$ cat src/acm_pkg.sv
// Constants and types shared by the converter configuration selector
package acm_pkg;

    // ==================== Register bus ====================
    localparam int        ACM_ADDR_W       = 8;
    localparam int        ACM_DATA_W       = 8;
    localparam logic [7:0] ACM_REG_RESET   = 8'h00;
    localparam logic [7:0] ACM_REG_SPEED   = 8'h20;
    localparam logic [7:0] ACM_REG_REFSTBY = 8'h3F;
    localparam logic [7:0] ACM_REG_PDMODE  = 8'h40;
    localparam logic [7:0] ACM_REG_IFACE   = 8'h41;
    localparam logic [7:0] ACM_REG_FORMAT  = 8'h50;
    localparam logic [7:0] ACM_REG_STATUS  = 8'h80;

    // ==================== Field positions ====================
    localparam int ACM_BIT_SWRST    = 7;
    localparam int ACM_BIT_READOUT  = 0;
    localparam int ACM_BIT_LOWSPEED = 2;
    localparam int ACM_BIT_REF      = 6;
    localparam int ACM_BIT_STBY     = 1;
    localparam int ACM_BIT_CMOS     = 7;
    localparam int ACM_BIT_OFFBIN   = 1;
    localparam int ACM_PD_W         = 4;

    // ==================== Reset values ====================
    localparam logic [7:0] ACM_RST_VALUE = 8'h00;

    // ==================== Serial word ====================
    localparam int         ACM_WORD_BITS = 16;
    localparam logic [3:0] ACM_LAST_BIT  = 4'hF;

    // ==================== Strap levels ====================
    typedef enum logic [1:0] {
        ACM_LVL_GND     = 2'b00,
        ACM_LVL_3_8     = 2'b01,
        ACM_LVL_5_8     = 2'b10,
        ACM_LVL_SUPPLY  = 2'b11
    } acm_level_t;

    // Power control pins packed as {pin1, pin2, pin3}
    localparam logic [2:0] ACM_PWR_NORMAL = 3'h0;
    localparam logic [2:0] ACM_PWR_GPD    = 3'h4;
    localparam logic [2:0] ACM_PWR_STBY_B = 3'h5;
    localparam logic [2:0] ACM_PWR_STBY_A = 3'h6;
    localparam logic [2:0] ACM_PWR_MUX    = 3'h7;

    localparam int ACM_SAMPLE_W = 11;

endpackage : acm_pkg

$ cat src/acm_serial_shift.sv
// Serial word receiver: 16 bits per word, sampled on serial clock falling edges
`timescale 1ns/10ps
module acm_serial_shift
    import acm_pkg::*;
(
    input  wire logic                  clk,
    input  wire logic                  rst_n,
    input  wire logic                  enable,
    input  wire logic                  frame_n,
    input  wire logic                  sclk_fall,
    input  wire logic                  ser_bit,
    output logic                       word_stb,
    output logic [ACM_ADDR_W-1:0]      word_addr,
    output logic [ACM_DATA_W-1:0]      word_data
);

    logic [ACM_WORD_BITS-1:0] shift_q, shift_d;
    logic [3:0]               cnt_q, cnt_d;
    logic                     stb_q, stb_d;
    logic [ACM_WORD_BITS-1:0] word_q, word_d;

    // ==================== Next state ====================
    always_comb begin
        shift_d = shift_q;
        cnt_d   = cnt_q;
        stb_d   = 1'b0;
        word_d  = word_q;
        // Enable low or frame_n high clears the count; bits past a whole word start the next word
        if (!enable || frame_n) begin
            cnt_d = 4'h0;
        end else if (sclk_fall) begin
            shift_d = {shift_q[ACM_WORD_BITS-2:0], ser_bit};
            cnt_d   = cnt_q + 4'h1;
            if (cnt_q == ACM_LAST_BIT) begin
                stb_d  = 1'b1;
                word_d = {shift_q[ACM_WORD_BITS-2:0], ser_bit};
            end
        end
    end

    // ==================== Registers ====================
    always_ff @(posedge clk or negedge rst_n) begin
        if (!rst_n) begin
            shift_q <= '0;
            cnt_q   <= 4'h0;
            stb_q   <= 1'b0;
            word_q  <= '0;
        end else begin
            shift_q <= shift_d;
            cnt_q   <= cnt_d;
            stb_q   <= stb_d;
            word_q  <= word_d;
        end
    end

    assign word_stb  = stb_q;
    assign word_addr = word_q[ACM_WORD_BITS-1:ACM_DATA_W];
    assign word_data = word_q[ACM_DATA_W-1:0];

endmodule : acm_serial_shift

$ cat src/acm_config_top.sv
// Configuration mode selector: strap decode, serial registers, output interleave
// Notes on behaviour
// - Reset pin held high selects strap mode.
// - Strap mode needs no reset; data ignored.
// - Clock strap mid levels pick external reference.
// - Enable strap picks format and interface.
// - Power pins decode normal, down, standby, mux.
// - Interleave both channels onto channel A bus.
// - Interleaving only with serial low-speed mode.
// - Pin pulse or soft bit restores defaults.
// - Soft reset bit clears itself afterwards.
`timescale 1ns/10ps
module acm_config_top
    import acm_pkg::*;
(
    input  wire logic                    clk,
    input  wire logic                    rst_n,
    input  wire logic                    reg_reset_pin,
    input  wire logic                    serial_enable_or_format_strap,
    input  wire logic [1:0]              format_strap_level,
    input  wire logic                    serial_clk_pin,
    input  wire logic [1:0]              ref_strap_level,
    input  wire logic                    serial_data_in,
    input  wire logic                    power_ctl_pin_1,
    input  wire logic                    power_ctl_pin_2,
    input  wire logic                    power_ctl_pin_3,
    input  wire logic [ACM_SAMPLE_W-1:0] chan_a_sample,
    input  wire logic [ACM_SAMPLE_W-1:0] chan_b_sample,
    input  wire logic [ACM_ADDR_W-1:0]   reg_addr,
    input  wire logic [ACM_DATA_W-1:0]   reg_wdata,
    input  wire logic                    reg_wr,
    input  wire logic                    reg_rd,
    output logic [ACM_DATA_W-1:0]        reg_rdata,
    output logic                         parallel_mode,
    output logic                         ref_external,
    output logic                         cmos_interface,
    output logic                         offset_binary,
    output logic                         global_power_down,
    output logic                         chan_a_standby,
    output logic                         chan_b_standby,
    output logic                         interleaved_output_mode,
    output logic                         power_combo_invalid,
    output logic                         interleave_chan_b,
    output logic [ACM_SAMPLE_W-1:0]      chan_a_output_bus,
    output logic [ACM_SAMPLE_W-1:0]      chan_b_output_bus
);

    // ==================== Decode functions ====================
    function automatic logic lvl_is_mid(input logic [1:0] lvl);
        lvl_is_mid = (lvl == ACM_LVL_3_8) || (lvl == ACM_LVL_5_8);
    endfunction : lvl_is_mid

    function automatic logic lvl_is_twos(input logic [1:0] lvl);
        lvl_is_twos = (lvl == ACM_LVL_GND) || (lvl == ACM_LVL_SUPPLY);
    endfunction : lvl_is_twos

    // ==================== Pin synchronisers ====================
    localparam int NSYNC = 7;
    logic [NSYNC-1:0] pin_raw;
    logic [NSYNC-1:0] sync1_q;
    logic [NSYNC-1:0] sync2_q;

    assign pin_raw = {reg_reset_pin, serial_enable_or_format_strap, serial_clk_pin,
                      serial_data_in, power_ctl_pin_1, power_ctl_pin_2, power_ctl_pin_3};

    genvar gi;
    generate
        for (gi = 0; gi < NSYNC; gi++) begin : g_sync
            always_ff @(posedge clk or negedge rst_n) begin
                if (!rst_n) begin
                    sync1_q[gi] <= 1'b0;
                    sync2_q[gi] <= 1'b0;
                end else begin
                    sync1_q[gi] <= pin_raw[gi];
                    sync2_q[gi] <= sync1_q[gi];
                end
            end
        end
    endgenerate

    // Level codes are quasi-static straps, but still pass two stages
    logic [1:0] fmt_lvl1_q, fmt_lvl2_q, ref_lvl1_q, ref_lvl2_q;
    always_ff @(posedge clk or negedge rst_n) begin
        if (!rst_n) begin
            fmt_lvl1_q <= ACM_LVL_GND;
            fmt_lvl2_q <= ACM_LVL_GND;
            ref_lvl1_q <= ACM_LVL_GND;
            ref_lvl2_q <= ACM_LVL_GND;
        end else begin
            fmt_lvl1_q <= format_strap_level;
            fmt_lvl2_q <= fmt_lvl1_q;
            ref_lvl1_q <= ref_strap_level;
            ref_lvl2_q <= ref_lvl1_q;
        end
    end

    logic       rstpin_s, frame_n_s, sclk_s, ser_bit_s;
    logic [2:0] pwr_s;
    assign rstpin_s  = sync2_q[6];
    assign frame_n_s = sync2_q[5];
    assign sclk_s    = sync2_q[4];
    assign ser_bit_s = sync2_q[3];
    assign pwr_s     = sync2_q[2:0];

    // ==================== Serial clock edge ====================
    logic sclk_prev_q;
    always_ff @(posedge clk or negedge rst_n) begin
        if (!rst_n) begin
            sclk_prev_q <= 1'b0;
        end else begin
            sclk_prev_q <= sclk_s;
        end
    end

    logic sclk_fall;
    assign sclk_fall = sclk_prev_q && !sclk_s;

    // pin high means strap mode, serial pins become mode inputs
    logic strap_mode;
    assign strap_mode = rstpin_s;

    // ==================== Serial receiver ====================
    logic                  ser_stb;
    logic [ACM_ADDR_W-1:0] ser_addr;
    logic [ACM_DATA_W-1:0] ser_data;

    // receiver idle in strap mode, serial data never read
    acm_serial_shift u_shift (
        .clk       (clk),
        .rst_n     (rst_n),
        .enable    (!strap_mode),
        .frame_n   (frame_n_s),
        .sclk_fall (sclk_fall),
        .ser_bit   (ser_bit_s),
        .word_stb  (ser_stb),
        .word_addr (ser_addr),
        .word_data (ser_data)
    );

    // ==================== Register file ====================
    logic                wr_en;
    logic [7:0]          wr_addr;
    logic [7:0]          wr_data;
    logic                swrst_q, swrst_d;
    logic                readout_q, readout_d;
    logic                lowspeed_q, lowspeed_d;
    logic                refsel_q, refsel_d;
    logic                stby_q, stby_d;
    logic [ACM_PD_W-1:0] pdmode_q, pdmode_d;
    logic                cmos_q, cmos_d;
    logic                offbin_q, offbin_d;

    // Serial word wins a same-cycle collision with the parallel port
    always_comb begin
        wr_en   = ser_stb || reg_wr;
        wr_addr = ser_stb ? ser_addr : reg_addr;
        wr_data = ser_stb ? ser_data : reg_wdata;
    end

    always_comb begin
        swrst_d    = 1'b0;
        readout_d  = readout_q;
        lowspeed_d = lowspeed_q;
        refsel_d   = refsel_q;
        stby_d     = stby_q;
        pdmode_d   = pdmode_q;
        cmos_d     = cmos_q;
        offbin_d   = offbin_q;
        // pin high or soft bit returns every field to default
        // writes only land once the pin is back low
        if (strap_mode || swrst_q) begin
            readout_d  = ACM_RST_VALUE[ACM_BIT_READOUT];
            lowspeed_d = ACM_RST_VALUE[ACM_BIT_LOWSPEED];
            refsel_d   = ACM_RST_VALUE[ACM_BIT_REF];
            stby_d     = ACM_RST_VALUE[ACM_BIT_STBY];
            pdmode_d   = ACM_RST_VALUE[ACM_PD_W-1:0];
            cmos_d     = ACM_RST_VALUE[ACM_BIT_CMOS];
            offbin_d   = ACM_RST_VALUE[ACM_BIT_OFFBIN];
        end else if (wr_en) begin
            unique case (wr_addr)
                ACM_REG_RESET: begin
                    // bit held one cycle, then cleared by hardware
                    swrst_d   = wr_data[ACM_BIT_SWRST];
                    readout_d = wr_data[ACM_BIT_READOUT];
                end
                ACM_REG_SPEED:   lowspeed_d = wr_data[ACM_BIT_LOWSPEED];
                ACM_REG_REFSTBY: begin
                    refsel_d = wr_data[ACM_BIT_REF];
                    stby_d   = wr_data[ACM_BIT_STBY];
                end
                ACM_REG_PDMODE:  pdmode_d = wr_data[ACM_PD_W-1:0];
                ACM_REG_IFACE:   cmos_d   = wr_data[ACM_BIT_CMOS];
                ACM_REG_FORMAT:  offbin_d = wr_data[ACM_BIT_OFFBIN];
                default: ;
            endcase
        end
    end

    always_ff @(posedge clk or negedge rst_n) begin
        if (!rst_n) begin
            swrst_q    <= 1'b0;
            readout_q  <= 1'b0;
            lowspeed_q <= 1'b0;
            refsel_q   <= 1'b0;
            stby_q     <= 1'b0;
            pdmode_q   <= '0;
            cmos_q     <= 1'b0;
            offbin_q   <= 1'b0;
        end else begin
            swrst_q    <= swrst_d;
            readout_q  <= readout_d;
            lowspeed_q <= lowspeed_d;
            refsel_q   <= refsel_d;
            stby_q     <= stby_d;
            pdmode_q   <= pdmode_d;
            cmos_q     <= cmos_d;
            offbin_q   <= offbin_d;
        end
    end

    // ==================== Mode decode ====================
    logic ref_ext_c, cmos_c, offbin_c, gpd_c, stby_a_c, stby_b_c, mux_c, bad_c;

    always_comb begin
        if (strap_mode) begin
            ref_ext_c = lvl_is_mid(ref_lvl2_q);
            // upper two levels CMOS, middle two offset binary
            cmos_c    = fmt_lvl2_q[1];
            offbin_c  = !lvl_is_twos(fmt_lvl2_q);
        end else begin
            ref_ext_c = refsel_q;
            cmos_c    = cmos_q;
            offbin_c  = offbin_q;
        end
        gpd_c    = 1'b0;
        stby_a_c = 1'b0;
        stby_b_c = 1'b0;
        mux_c    = 1'b0;
        bad_c    = 1'b0;
        // power pin table; low-prefixed codes other than zero are flagged
        unique case (pwr_s)
            ACM_PWR_NORMAL: ;
            ACM_PWR_GPD:    gpd_c    = 1'b1;
            ACM_PWR_STBY_B: stby_b_c = 1'b1;
            ACM_PWR_STBY_A: stby_a_c = 1'b1;
            // mux needs serial mode with low speed enabled
            ACM_PWR_MUX:    mux_c    = !strap_mode && lowspeed_q;
            default:        bad_c    = 1'b1;
        endcase
        if (!strap_mode) begin
            gpd_c    = gpd_c || stby_q || (pdmode_q != '0);
        end
    end

    // ==================== Output data path ====================
    logic                    phase_q, phase_d;
    logic                    bslot_q, bslot_d;
    logic [ACM_SAMPLE_W-1:0] outa_q, outa_d, outb_q, outb_d;
    logic [ACM_DATA_W-1:0]   rdata_q, rdata_d;
    logic [7:0]              status_c;

    assign status_c = {strap_mode, ref_ext_c, cmos_c, offbin_c,
                       gpd_c, stby_a_c, stby_b_c, mux_c};

    always_comb begin
        phase_d = 1'b0;
        bslot_d = 1'b0;
        outa_d  = chan_a_sample;
        outb_d  = chan_b_sample;
        // alternate A then B on channel A bus
        if (mux_c) begin
            phase_d = !phase_q;
            // Marker registered with the bus, so it never leads the data
            bslot_d = phase_q;
            outa_d  = phase_q ? chan_b_sample : chan_a_sample;
        end
        rdata_d = '0;
        if (reg_rd) begin
            unique case (reg_addr)
                ACM_REG_RESET:   rdata_d[ACM_BIT_READOUT]  = readout_q;
                ACM_REG_SPEED:   rdata_d[ACM_BIT_LOWSPEED] = lowspeed_q;
                ACM_REG_REFSTBY: begin
                    rdata_d[ACM_BIT_REF]  = refsel_q;
                    rdata_d[ACM_BIT_STBY] = stby_q;
                end
                ACM_REG_PDMODE:  rdata_d[ACM_PD_W-1:0]     = pdmode_q;
                ACM_REG_IFACE:   rdata_d[ACM_BIT_CMOS]     = cmos_q;
                ACM_REG_FORMAT:  rdata_d[ACM_BIT_OFFBIN]   = offbin_q;
                ACM_REG_STATUS:  rdata_d                   = status_c;
                default: ;
            endcase
        end
    end

    always_ff @(posedge clk or negedge rst_n) begin
        if (!rst_n) begin
            phase_q <= 1'b0;
            bslot_q <= 1'b0;
            outa_q  <= '0;
            outb_q  <= '0;
            rdata_q <= '0;
        end else begin
            phase_q <= phase_d;
            bslot_q <= bslot_d;
            outa_q  <= outa_d;
            outb_q  <= outb_d;
            rdata_q <= rdata_d;
        end
    end

    // ==================== Outputs ====================
    assign reg_rdata               = rdata_q;
    assign parallel_mode           = strap_mode;
    assign ref_external            = ref_ext_c;
    assign cmos_interface          = cmos_c;
    assign offset_binary           = offbin_c;
    assign global_power_down       = gpd_c;
    assign chan_a_standby          = stby_a_c;
    assign chan_b_standby          = stby_b_c;
    assign interleaved_output_mode = mux_c;
    assign power_combo_invalid     = bad_c;
    assign interleave_chan_b       = bslot_q;
    assign chan_a_output_bus       = outa_q;
    assign chan_b_output_bus       = outb_q;

endmodule : acm_config_top

$ cat config.mk
export PLATFORM = sky130hd
export DESIGN_NAME = acm_config_top
export DESIGN_NICKNAME = d
export VERILOG_FILES = /design/src/acm_pkg.sv /design/src/acm_serial_shift.sv /design/src/acm_config_top.sv
export SDC_FILE = /design/constraint.sdc
export NUM_CORES = 1
export LEC_CHECK = 0
export BUFFER_PORTS_ARGS = -buffer_cell sky130_fd_sc_hd__clkbuf_2
export CAP_MARGIN = 40
export CELL_PAD_IN_SITES_DETAIL_PLACEMENT = 0
export CELL_PAD_IN_SITES_GLOBAL_PLACEMENT = 1
export CORE_MARGIN = 2
export CORE_UTILIZATION = 45
export CTS_CLUSTER_SIZE = 10
export DETAILED_ROUTE_END_ITERATION = 12
export PLACE_DENSITY_LB_ADDON = 0.1
export SYNTH_ARGS = -nofsm -noshare
export SYNTH_HDL_FRONTEND = slang
export SYNTH_SLANG_ARGS = --single-unit
$ cat constraint.sdc
create_clock -name clk -period 4.8 [get_ports clk]
set_input_delay 0.72 -clock clk [delete_from_list [all_inputs] [get_ports clk]]
set_output_delay 0.72 -clock clk [all_outputs]
set_load 0.03 [all_outputs]
==> summary.md <==
| Metric | Value |
|---|---|
| CTS buffer count | `9` |
| Final period utilization | `0.5344` |
| Worst vdd ir | `0.1801 mV` |
| Post-synth EDFFs | `0` |
| Total global routing overflow | `0` |
| Seq cells post-synth | `100` |
| Post-synth cell types | `46` |
| Crit path required time | `a little over 5000 ps` |
| Crit end category | `register` |
| Unrepaired setup endpoints after global routing | `false` |
| Min-delay worst type | `register to register` |
| CTS hold repair buffers | `0` |
| Tmin final | `2565 ps` |
| Worst Slack Setup Final | `~2200 ps` |
| Relative slew slack | `0.4550` |
| Pleak | `between 2 and 2.5 nW` |
| CP Cell Sequence | `nor2b_4, nor3b_4, and4_1, mux2_1` |
| HPWL after detailed placement | `about 5700 um` |
| Final Cell Area | `4720 um^2` |
| Worst-Margin Slew | `816.6 ps` |
| Vias | `2570` |
| Seq/Total Area, Yosys | `0.6279` |
| CTS Sinks | `100` |
| GRT Total Usage | `0.1727` |
| Top FF cell, synth | `dfrtp_1` |
| Synth area leaders | `dfrtp_1 63%, mux2_1 6.5%, mux2_2 6.5%` |
| Clk pwr share | `0.348` |
| Final hold vios | `0` |
| H-tree Lvls | `3` |
| Ys Warns | `0` |
| Worst Path Buf+Inv | `0` |
| Post-Syn Instances | `approximately 300` |
| Async set-reset flop share out of synthesis | `1.000` |
| Area growth from synthesis to layout | `18.43%` |
| WS Path Type | `register to register` |
| Io pins | `93` |
| Clock Pin Slew Worst Setup and Hold Paths | `roughly 90 ps` |
| Post-synthesis net count | `about 350` |
| Post-Syn Area | `about 4000 um^2` |
| Final Routed Wirelength | `around 7900 um` |
| Worst slack at placement | `2212 ps` |
| N_diodes | `0` |
| Clock Tree Buf Depth | `2` |
| First-pass GRT wire length | `13050 um` |
| Initial Util | `0.4615` |
| Clk_lat worst skew | `roughly 360 ps` |
| IO buf count | `90` |
| Clk_skew | `15.50 ps` |
| DR iter-0 viols | `47` |
| Initial antenna violation count | `0` |
| Worst Path Max Fanout | `16` |
| Top Family by Delay on Critical Path | `simple AND/OR/NAND/NOR gates` |
| Synthesized area per cell | `~13 um^2` |
| Post-synth top area cell | `dfrtp_1` |
| Rows | `34` |
| Die Area | `between 9000 and 10000 um^2` |
| Root buffer cell | `clkbuf_8` |
| DRC | `0` |
| Die Span Y | `just under 100 um` |
| Worst Path Arrival | `2810 ps` |
| Routability cong. | `~0.79` |
| Number of global-route vias before repair | `roughly 2600` |
| CP Depth | `4` |
| P per Cell Area | `335.6 nW/um^2` |
| Clock tree from TritonCTS | `done` |
| R2r worst-path depth | `4` |
| Status | `completed` |
| Layout cell share with drive strength beyond 1 | `0.3503` |
| Worst Hold Margin | `354.0 ps` |
| Max Transition Viols Final | `0` |
| Maxcap violations | `0` |
| Detailed Routing Iterations Pass 1 | `4` |
| TNS Setup | `0 ps` |
| Final ANT Viol Nets | `0` |
| Die width | `around 98 um` |
| DR vias/cell | `5.120` |
| Comb pwr share | `0.086` |
| Final setup violation count | `0` |
| Top cell type's share of synthesized area | `0.6279` |
| Fmax | `between 300 and 400 MHz` |
| Largest net degree at the start of global routing | `64` |
| Nets | `around 440` |
| Postcts setup bufs | `0` |
| Delay of the slowest cell on the worst path | `between 700 and 800 ps` |
| P_int | `about 1.2 mW` |
| CP max-delay cell | `and4_1` |
| Psw | `0.4042 mW` |
| Hold depth | `0` |
| Core area | `8636 um^2` |
| Post-CTS sizing | `0` |
| DP Area | `4513 um^2` |
| Startpoint Class | `register` |
| Sw Ratio | `0.2551` |
| Reg power frac | `0.565` |
| Average wire per cell in the routed design | `between 15 and 20 um` |
## registers in the layout (all words and copies together) (netlist names), 2 cells and up
name / flops
reg_rdata: 8
pwr_s: 3
u_shift.word_q: 14
chan_b_output_bus: 11
ref_lvl1_q: 2
fmt_lvl2_q: 2
ref_lvl2_q: 2
fmt_lvl1_q: 2
sync1_q: 7
pdmode_q: 4
chan_a_output_bus: 11
u_shift.cnt_q: 4
u_shift.shift_q: 15
## logic make-up (layout without fill, tap and decap cells)
family | count (synthesis) | count (layout) | share of synthesized area
buffers and inverters | 18 | 113 | 0.02355
AND/OR/NAND/NOR | 94 | 94 | 0.1347
flip-flops | 100 | 100 | 0.6279
XOR/XNOR | 5 | 5 | 0.01099
adder cells (fa/ha/maj) | 1 | 1 | 0.003139
multiplexers | 60 | 60 | 0.1651
AO/OA/AOI/OAI | 21 | 21 | 0.03454
## final cells by class
cell class                      instances  area, um^2
Sequential cell                       100        2502
Clock buffer                           10       127.6
Multi-Input combinational cell        181        1389
Clock inverter                          6       78.83
Inverter                                5       18.77
Timing Repair Buffer                   92       467.9
Fill cell                             769        3916
Tap cell                              108       135.1
## layer usage
layer | wire length, um | track usage
met3 | 311 | 0.05011
met5 | 0 | 0
met4 | 74 | 0.04167
met1 | 3495 | 0.2231
met2 | 3978 | 0.2893
## placed cells by master (no fill, tap or decap), types with 2 or more instances in the layout
master | synthesis | final
dfrtp_1 | 100 | 100
clkbuf_2 | 0 | 89
nand2_1 | 24 | 24
mux2_1 | 23 | 23
mux2_2 | 23 | 23
nor2_1 | 17 | 17
mux2i_1 | 14 | 14
a21oi_1 | 9 | 9
nor3_1 | 9 | 9
clkbuf_8 | 0 | 9
nor4_1 | 8 | 8
inv_1 | 5 | 5
nand3b_1 | 5 | 5
or3_1 | 4 | 4
and3_1 | 4 | 4
xnor2_1 | 3 | 3
nor2b_1 | 3 | 3
nand4_1 | 3 | 3
buf_4 | 2 | 3
o21ai_0 | 2 | 2
o21bai_1 | 2 | 2
nand3_1 | 2 | 2
nor4b_2 | 2 | 2
nor3b_1 | 2 | 2
xor2_1 | 2 | 2
inv_8 | 0 | 2
clkinv_4 | 0 | 2
## worst register-to-register path, delay by kind of cell, from the launching register on
kind             cells  cell delay [ps]
AND/OR/NAND/NOR      3             1660
flip-flops           1              410
multiplexers         1              380
## path summary, 6_finish.rpt
kind,start,end,slack [ps]
max,sclk_s$_DFF_PN0_,u_shift.word_q[2]$_DFFE_PN0P_,2230
min,sync1_q[5]$_DFF_PN0_,frame_n_s$_DFF_PN0_,350
max reg2reg,sclk_s$_DFF_PN0_,u_shift.word_q[2]$_DFFE_PN0P_,2230
min reg2reg,sync1_q[5]$_DFF_PN0_,frame_n_s$_DFF_PN0_,350
max in group asynchronous,rst_n,parallel_mode$_DFF_PN0_,3370
min in group asynchronous,rst_n,u_shift.shift_q[1]$_DFFE_PN0P_,430
## cells in the mapped netlist (2+ instances only)
cell type and number:
and3_1 4, nand2_1 24, buf_4 2, nor2_1 17, mux2i_1 14, nor3b_1 2
mux2_2 23, nor2b_1 3, a21oi_1 9, inv_1 5, nor4b_2 2, buf_6 2
xor2_1 2, nor3_1 9, xnor2_1 3, buf_2 3, nand3_1 2, nand4_1 3
mux2_1 23, clkbuf_1 6, nand3b_1 5, o21bai_1 2, o21ai_0 2, dfrtp_1 100
or3_1 4, nor4_1 8
## power groups by stage
stage / Clock, mW / Sequential (mW) / Combinational, mW
detailed placement: 0 / 0.913 / 0.139
CTS: 0.573 / 0.896 / 0.140
global route: 0.609 / 0.901 / 0.149
finish: 0.552 / 0.896 / 0.136
global placement: 0 / 0.911 / 0.137
floorplan: 0 / 0.926 / 0.0544
## metrics by stage
stage	utilization	std cells	total power, mW
6_report	0.5465	502	1.584
5_1_grt	0.5465	502	1.659
4_1_cts	0.5465	502	1.608
3_5_place_dp	0.5226	486	1.052
3_3_place_gp	0.5226	486	1.048
2_1_floorplan	-	299	0.9805
Power figures use the tool's default switching activity.
